$ cat src/sps_pkg.sv
// constants, phase pattern table and register map of the stepper phase sequencer
`default_nettype none
package sps_pkg;
	// system clock
	localparam int CLK_MHZ = 25;
	// least times demanded of the controller, in ns, and their cycle counts
	localparam int RESET_HOLD_NS = 10000;
	localparam int RESET_HOLD_CYC = (RESET_HOLD_NS * CLK_MHZ + 999) / 1000;
	localparam int SETUP_HOLD_NS = 4000;
	localparam int SETUP_HOLD_CYC = (SETUP_HOLD_NS * CLK_MHZ + 999) / 1000;
	// bus layout
	localparam int ADDR_W = 32;
	localparam int DATA_W = 32;
	localparam int REG_SEL_LSB = 2;
	localparam int REG_SEL_W = 4;
	localparam logic [REG_SEL_W-1:0] IDX_CTRL = 4'h0;
	localparam logic [REG_SEL_W-1:0] IDX_STATUS = 4'h1;
	localparam logic [REG_SEL_W-1:0] IDX_STEPS = 4'h2;
	localparam logic [31:0] OFS_CTRL = 32'h0000_0000;
	localparam logic [31:0] OFS_STATUS = 32'h0000_0004;
	localparam logic [31:0] OFS_STEPS = 32'h0000_0008;
	// control register fields
	localparam int CTRL_DRIVE_EN_BIT = 0;
	localparam logic CTRL_DRIVE_EN_RST = 1'b1;
	// status register fields
	localparam int ST_POS_LSB = 0;
	localparam int ST_WIND_LSB = 3;
	localparam int ST_ENABLE_BIT = 7;
	localparam int ST_RESET_BIT = 8;
	localparam int ST_MODE_BIT = 9;
	localparam int ST_DIR_BIT = 10;
	// phase position in half-step units
	localparam int POS_W = 3;
	localparam logic [POS_W-1:0] POS_RST = 3'h0;
	// winding pattern {one_fwd, one_rev, two_fwd, two_rev} per position, position 7 first
	localparam logic [31:0] PHASE_TABLE = 32'h1546_2a89;
	localparam logic [3:0] WIND_OFF = 4'h0;
	localparam logic [3:0] WIND_INIT = 4'h9;
	// synchronised pin vector indices
	localparam int PIN_N = 5;
	localparam int PIN_STEP = 0;
	localparam int PIN_MODE = 1;
	localparam int PIN_DIR = 2;
	localparam int PIN_RSTN = 3;
	localparam int PIN_EN = 4;
	localparam logic [PIN_N-1:0] PIN_RST = 5'h00;
	// bus transfer type bit that marks an active transfer
	localparam int HTRANS_ACT_BIT = 1;
	localparam logic HRESP_OKAY = 1'b0;
endpackage
`default_nettype wire

$ cat src/sps_stepper_phase_sequencer.sv
// stepper phase sequencer with an AHB-Lite register slave
`timescale 1ns/100ps
`default_nettype none
module sps_stepper_phase_sequencer #(
	parameter int STEP_CNT_W = 16
) (
	// clock and reset
	input wire logic mclk,
	input wire logic sys_rst,
	// AHB-Lite slave
	input wire logic hsel,
	input wire logic [sps_pkg::ADDR_W-1:0] haddr,
	input wire logic [1:0] htrans,
	input wire logic [2:0] hsize,
	input wire logic hwrite,
	input wire logic [sps_pkg::DATA_W-1:0] hwdata,
	input wire logic hready,
	output logic hreadyout,
	output logic hresp,
	output logic [sps_pkg::DATA_W-1:0] hrdata,
	// controller pins
	input wire logic step_clk,
	input wire logic excite_mode,
	input wire logic direction_select,
	input wire logic reset_low_in,
	input wire logic enable,
	// winding drives
	output logic winding_one_fwd,
	output logic winding_one_rev,
	output logic winding_two_fwd,
	output logic winding_two_rev
);
	import sps_pkg::*;

	function automatic logic [3:0] pattern(input logic [POS_W-1:0] p);
		pattern = PHASE_TABLE[{p, 2'b00} +: 4];
	endfunction

	// pin synchroniser and step edge detector
	logic [PIN_N-1:0] pin_meta;
	logic [PIN_N-1:0] pin_sync;
	logic step_prev;
	// phase position, winding pattern and step count
	logic [POS_W-1:0] pos;
	logic [POS_W-1:0] next_pos;
	logic [3:0] wind;
	logic [3:0] next_wind;
	logic [STEP_CNT_W-1:0] steps;
	logic [STEP_CNT_W-1:0] next_steps;
	// bus side state
	logic drive_en;
	logic next_drive_en;
	logic wr_pend;
	logic next_wr_pend;
	logic [REG_SEL_W-1:0] wr_idx;
	logic [REG_SEL_W-1:0] next_wr_idx;
	logic [DATA_W-1:0] next_hrdata;
	// decoded conditions
	logic step_edge;
	logic seq_run;
	logic active;
	logic take;
	logic [REG_SEL_W-1:0] a_idx;
	logic a_hit;

	// pins pass two flip-flops; only the second stage is read by logic
	always_ff @(posedge mclk or posedge sys_rst) begin
		if (sys_rst) begin
			pin_meta <= PIN_RST;
			pin_sync <= PIN_RST;
			step_prev <= 1'b0;
		end else begin
			pin_meta <= {enable, reset_low_in, direction_select, excite_mode, step_clk};
			pin_sync <= pin_meta;
			step_prev <= pin_sync[PIN_STEP];
		end
	end

	// rising edge only; falling edges and a steady level leave the position alone
	assign step_edge = pin_sync[PIN_STEP] & ~step_prev;
	assign seq_run = pin_sync[PIN_RSTN];
	assign active = seq_run & pin_sync[PIN_EN] & drive_en;

	// position update: keeps counting while disabled so timing resumes in place
	always_comb begin
		next_pos = pos;
		next_steps = steps;
		if (!seq_run) begin
			next_pos = POS_RST;
			next_steps = '0;
		end else if (step_edge) begin
			next_steps = steps + 1'b1;
			if (pin_sync[PIN_MODE] || pos[0]) begin
				// half-step, or full-step realigning from a half position
				next_pos = pin_sync[PIN_DIR] ? pos - 1'b1 : pos + 1'b1;
			end else begin
				next_pos = pin_sync[PIN_DIR] ? pos - 3'd2 : pos + 3'd2;
			end
		end
	end

	// windings follow the table, forced off by reset or disable
	always_comb begin
		next_wind = active ? pattern(pos) : WIND_OFF;
	end

	// position, step count and winding registers
	always_ff @(posedge mclk or posedge sys_rst) begin
		if (sys_rst) begin
			pos <= POS_RST;
			steps <= '0;
			wind <= WIND_OFF;
		end else begin
			pos <= next_pos;
			steps <= next_steps;
			wind <= next_wind;
		end
	end

	// winding pins come straight from the registered pattern
	assign winding_one_fwd = wind[3];
	assign winding_one_rev = wind[2];
	assign winding_two_fwd = wind[1];
	assign winding_two_rev = wind[0];

	// bus address phase decode
	assign take = hsel & htrans[HTRANS_ACT_BIT] & hready;
	assign a_idx = haddr[REG_SEL_LSB +: REG_SEL_W];
	assign a_hit = (haddr[ADDR_W-1:REG_SEL_LSB+REG_SEL_W] == '0);

	// read data is prepared at the address phase; unmapped reads give zero
	always_comb begin
		next_wr_pend = take & hwrite;
		next_wr_idx = take ? a_idx : wr_idx;
		next_hrdata = '0;
		next_drive_en = drive_en;
		// a write lands in its data phase, while hwdata stands
		if (wr_pend && wr_idx == IDX_CTRL) begin
			next_drive_en = hwdata[CTRL_DRIVE_EN_BIT];
		end
		if (take && !hwrite && a_hit) begin
			unique case (a_idx)
				IDX_CTRL: next_hrdata[CTRL_DRIVE_EN_BIT] = drive_en;
				IDX_STATUS: begin
					next_hrdata[ST_POS_LSB +: POS_W] = pos;
					next_hrdata[ST_WIND_LSB +: 4] = wind;
					next_hrdata[ST_ENABLE_BIT] = pin_sync[PIN_EN];
					next_hrdata[ST_RESET_BIT] = pin_sync[PIN_RSTN];
					next_hrdata[ST_MODE_BIT] = pin_sync[PIN_MODE];
					next_hrdata[ST_DIR_BIT] = pin_sync[PIN_DIR];
				end
				IDX_STEPS: next_hrdata[STEP_CNT_W-1:0] = steps;
				default: next_hrdata = '0;
			endcase
		end
		if (!a_hit) begin
			next_wr_pend = 1'b0;
		end
	end

	// bus side registers; the slave never waits and always answers OKAY
	always_ff @(posedge mclk or posedge sys_rst) begin
		if (sys_rst) begin
			wr_pend <= 1'b0;
			wr_idx <= IDX_CTRL;
			hrdata <= '0;
			drive_en <= CTRL_DRIVE_EN_RST;
			hreadyout <= 1'b1;
			hresp <= HRESP_OKAY;
		end else begin
			wr_pend <= next_wr_pend;
			wr_idx <= next_wr_idx;
			hrdata <= next_hrdata;
			drive_en <= next_drive_en;
			hreadyout <= 1'b1;
			hresp <= HRESP_OKAY;
		end
	end

	// checker helper: cycles in a row driving with no step edge, saturating at three
	logic [1:0] quiet_cnt;
	logic [1:0] next_quiet_cnt;

	// count quiet cycles, restart on any step edge or cut-off
	always_comb begin
		next_quiet_cnt = 2'h0;
		if (active && !step_edge) begin
			next_quiet_cnt = (quiet_cnt == 2'h3) ? quiet_cnt : quiet_cnt + 2'h1;
		end
	end

	// register the quiet count
	always_ff @(posedge mclk or posedge sys_rst) begin
		if (sys_rst) begin
			quiet_cnt <= 2'h0;
		end else begin
			quiet_cnt <= next_quiet_cnt;
		end
	end
endmodule
`default_nettype wire

$ cat config.mk
export PLATFORM = sky130hd
export DESIGN_NAME = sps_stepper_phase_sequencer
export DESIGN_NICKNAME = d
export VERILOG_FILES = /design/src/sps_pkg.sv /design/src/sps_stepper_phase_sequencer.sv
export SDC_FILE = /design/constraint.sdc
export NUM_CORES = 1
export LEC_CHECK = 0
export ABC_AREA = 0
export BUFFER_PORTS_ARGS = -buffer_cell sky130_fd_sc_hd__buf_2
export CAP_MARGIN = 5
export CORE_MARGIN = 3
export CORE_UTILIZATION = 30
export CTS_CLUSTER_DIAMETER = 150
export DETAILED_ROUTE_END_ITERATION = 6
export PLACE_DENSITY_LB_ADDON = 0.12
export SLEW_MARGIN = 30
export SYNTH_ARGS = -nofsm -noshare
export SYNTH_HDL_FRONTEND = slang
export SYNTH_SLANG_ARGS = --single-unit
$ cat constraint.sdc
create_clock -name mclk -period 5.4 [get_ports mclk]
set_input_delay 1.08 -clock mclk [delete_from_list [all_inputs] [get_ports mclk]]
set_output_delay 1.08 -clock mclk [all_outputs]
set_load 0.005 [all_outputs]
==> out/metrics.csv <==
metric,value,unit
status,"complete, no violations",
clkPwrFrac,32.2,%
hold_violations,0,
synthFlopType,dfrtp_1,
dp_hpwl,3.81,mm
p_switching,0.000187,W
htree_num_levels,2,
io_buffers,61,
powerDensity,251,nW/um2
seq_power_share,60.2,%
crit_type,input pin to flop,
wl_per_cell,13.5,um
boundaryPins,117,
cp-end-kind,flop,
die-width,97.3,um
cts_tree,done,
p_leak,1.36,nW
drive_above_1_share,28.0,%
cpMaxStageDelayCell,or3_1,
rsz0062_at_grt,no,
vdd_drop_max,0.104,mV
tns,0,ps
insertion_delay,310,ps
ys_warn_count,0,
cts_hold_buf,0,
grt_start_max_net_pins,57,
tightest_slew,695,ps
n_antenna_cell,0,
ys_ff_latch,56,
required,5600,ps
place_congestion,0.734,
rows,32,
drc_errors,0,
fin_skew,16.2,ps
finalCritPeriodShare,44.7,%
crit_buf_inv,1,
start_util,31.5,%
overflow,0,
first_pass_iters,4,
cp-start-kind,input pin,
clock_sinks,56,
final_nets,376,
coreArea,7930,um2
finalMaxSlewViolations,0,
clockBufferDepth,2,
synth-async-reset-ratio,100,%
crit_path_max_fanout,16,
hold_class,flop to flop,
grt_util_all_layers,11.7,%
setup_viol,0,
viasPerCell,4.61,
ctsResizeCount,0,
synth.distinct_cells,43,
power,0.000739,W
path_cells,buf_2 -> nand3_1 -> nand4b_1 -> or3_1 -> nor4_1,
max_stage_delay,620,ps
seq_area_frac_synth,56.1,%
dieArea,9470,um2
grt_pass1_wl,9.13,mm
syn_inst,234,
post_cts_buffers,0,
comb_power_share,7.6,%
switching_share,25.3,%
intPower,0.000552,W
critPathTopFamily,simple AND/OR/NAND/NOR gates,
totalWireLength,5.38,mm
max_clock_freq,414,MHz
syn2layout_area_growth,17.9,%
period_needed,2410,ps
avgSynthCellArea,10.7,um2
drt-initial-drc-count,54,
drv_cap,0,
grt_antenna_before_repair,0,
ant_nets,0,
grt_pass1_vias,1873,
slew_headroom,53.7,%
root_buffer,clkbuf_8,
utilization,37.2,%
cp.arrival,2610,ps
synth.cell_area,2500,um2
via_count,1834,
numCtsBuffers,5,
synth_edf_count,0,
die_h,97.3,um
path_clk_slew,100,ps
## area by class of cell
type                    count  area (um2)
flip-flops and latches     56        1400
well taps                 102         128
clock inverters             3        25.0
inverters                   8        30.0
clock buffers               5        68.8
repair buffers             63         320
fillers                   821        4980
multi-input cells         161         975
## sequential cells by signal, indices dropped and copies added, names as in the netlist
register,cells
drive_en,1
hrdata,16
pin_meta,5
pin_sync,5
pos,3
step_prev,1
steps,16
wind,4
wr_idx,4
wr_pend,1
## cell usage after synthesis (all sizes together), types with 4 or more instances
library cell   n  area (um2)
a21oi          9        45.0
a22oi         10        75.1
buf           19         140
clkbuf         6        22.5
dfrtp         55        1380
inv            7        26.3
mux2           4        45.0
nand2         16        60.1
nand3          5        25.0
nand4          6        52.6
nor2          30         113
nor3           7        35.0
nor4          13        87.6
o21ai          4        20.0
or3            4        30.0
xnor2          9        78.8
## cell families after synthesis
kind of cell	count (synthesis)	share of synthesized area, %
and+or+nand+nor	95	20.8
DFF	56	56.1
buffers and inverters	33	7.70
AOI/OAI and AO/OA	29	7.35
xor gates and xnor gates	11	3.85
muxes	6	2.60
adders and majority gates	2	1.30
other	2	0.300
## worst register-to-register path, delay by kind of cell (launching register included)
kind	cells	cell delay (ps)
simple gates	3	1220
compound gates	1	150
flops	1	420
## placed cells by master, fill, tap and decap left out, drive strengths merged, types with 2 or more instances in the layout
cell type	n
buf	63
dfrtp	55
nor2	30
conb	18
nand2	16
nor4	13
a22oi	10
xnor2	9
a21oi	9
inv	9
nor3	7
nand4	6
nand3	5
clkbuf	5
o21ai	4
mux2	4
or3	4
nand3b	2
xor2	2
or4	2
a31oi	2
mux2i	2
and2	2
nand4b	2
nor4b	2
## per-stage QoR
stage	hold WS, ps	std cells	worst slack (ps)	cell area (um2)
floorplan	331	250	2950	2560
global placement	334	390	2710	2850
detailed placement	335	390	2670	2850
CTS	358	398	3000	2940
global route	366	398	2820	2950
finish	356	398	2990	2950
## per-layer routing
layer / vias to the layer above / share of wire, % / global-route usage (%) / wire length (um)
li1: 903 / - / - / -
met1: 857 / 49 / 16.0 / 2610
met2: 70 / 43 / 18.4 / 2330
met3: 4 / 7.0 / 3.16 / 379
met4: 0 / 1.0 / 3.51 / 55
met5: - / 0 / 0 / 0
## worst paths after layout
path / depth (start not counted) / slack, ps / start / endpoint
max: 5 / 2990 / hready / hrdata[0]$_DFF_PP0_
min: 0 / 360 / pin_meta[1]$_DFF_PP0_ / pin_sync[1]$_DFF_PP0_
max reg2reg: 4 / 3530 / steps[2]$_DFFE_PP0P_ / steps[15]$_DFFE_PP0P_
min reg2reg: 0 / 360 / pin_meta[1]$_DFF_PP0_ / pin_sync[1]$_DFF_PP0_
max in group asynchronous: 3 / 3990 / sys_rst / step_prev$_DFF_PP0_
min in group asynchronous: 3 / 940 / sys_rst / hrdata[11]$_DFF_PP0_
## power by group through the flow
stage / combinational [W] / sequential (W) / clock (W)
2_1_floorplan: 0.0000428 / 0.000448 / 0
3_5_place_dp: 0.0000567 / 0.000454 / 0
3_3_place_gp: 0.0000556 / 0.000453 / 0
4_1_cts: 0.0000567 / 0.000445 / 0.000250
6_report: 0.0000563 / 0.000445 / 0.000238
5_1_grt: 0.0000651 / 0.000448 / 0.000268
(Power assumes the default switching activity.)
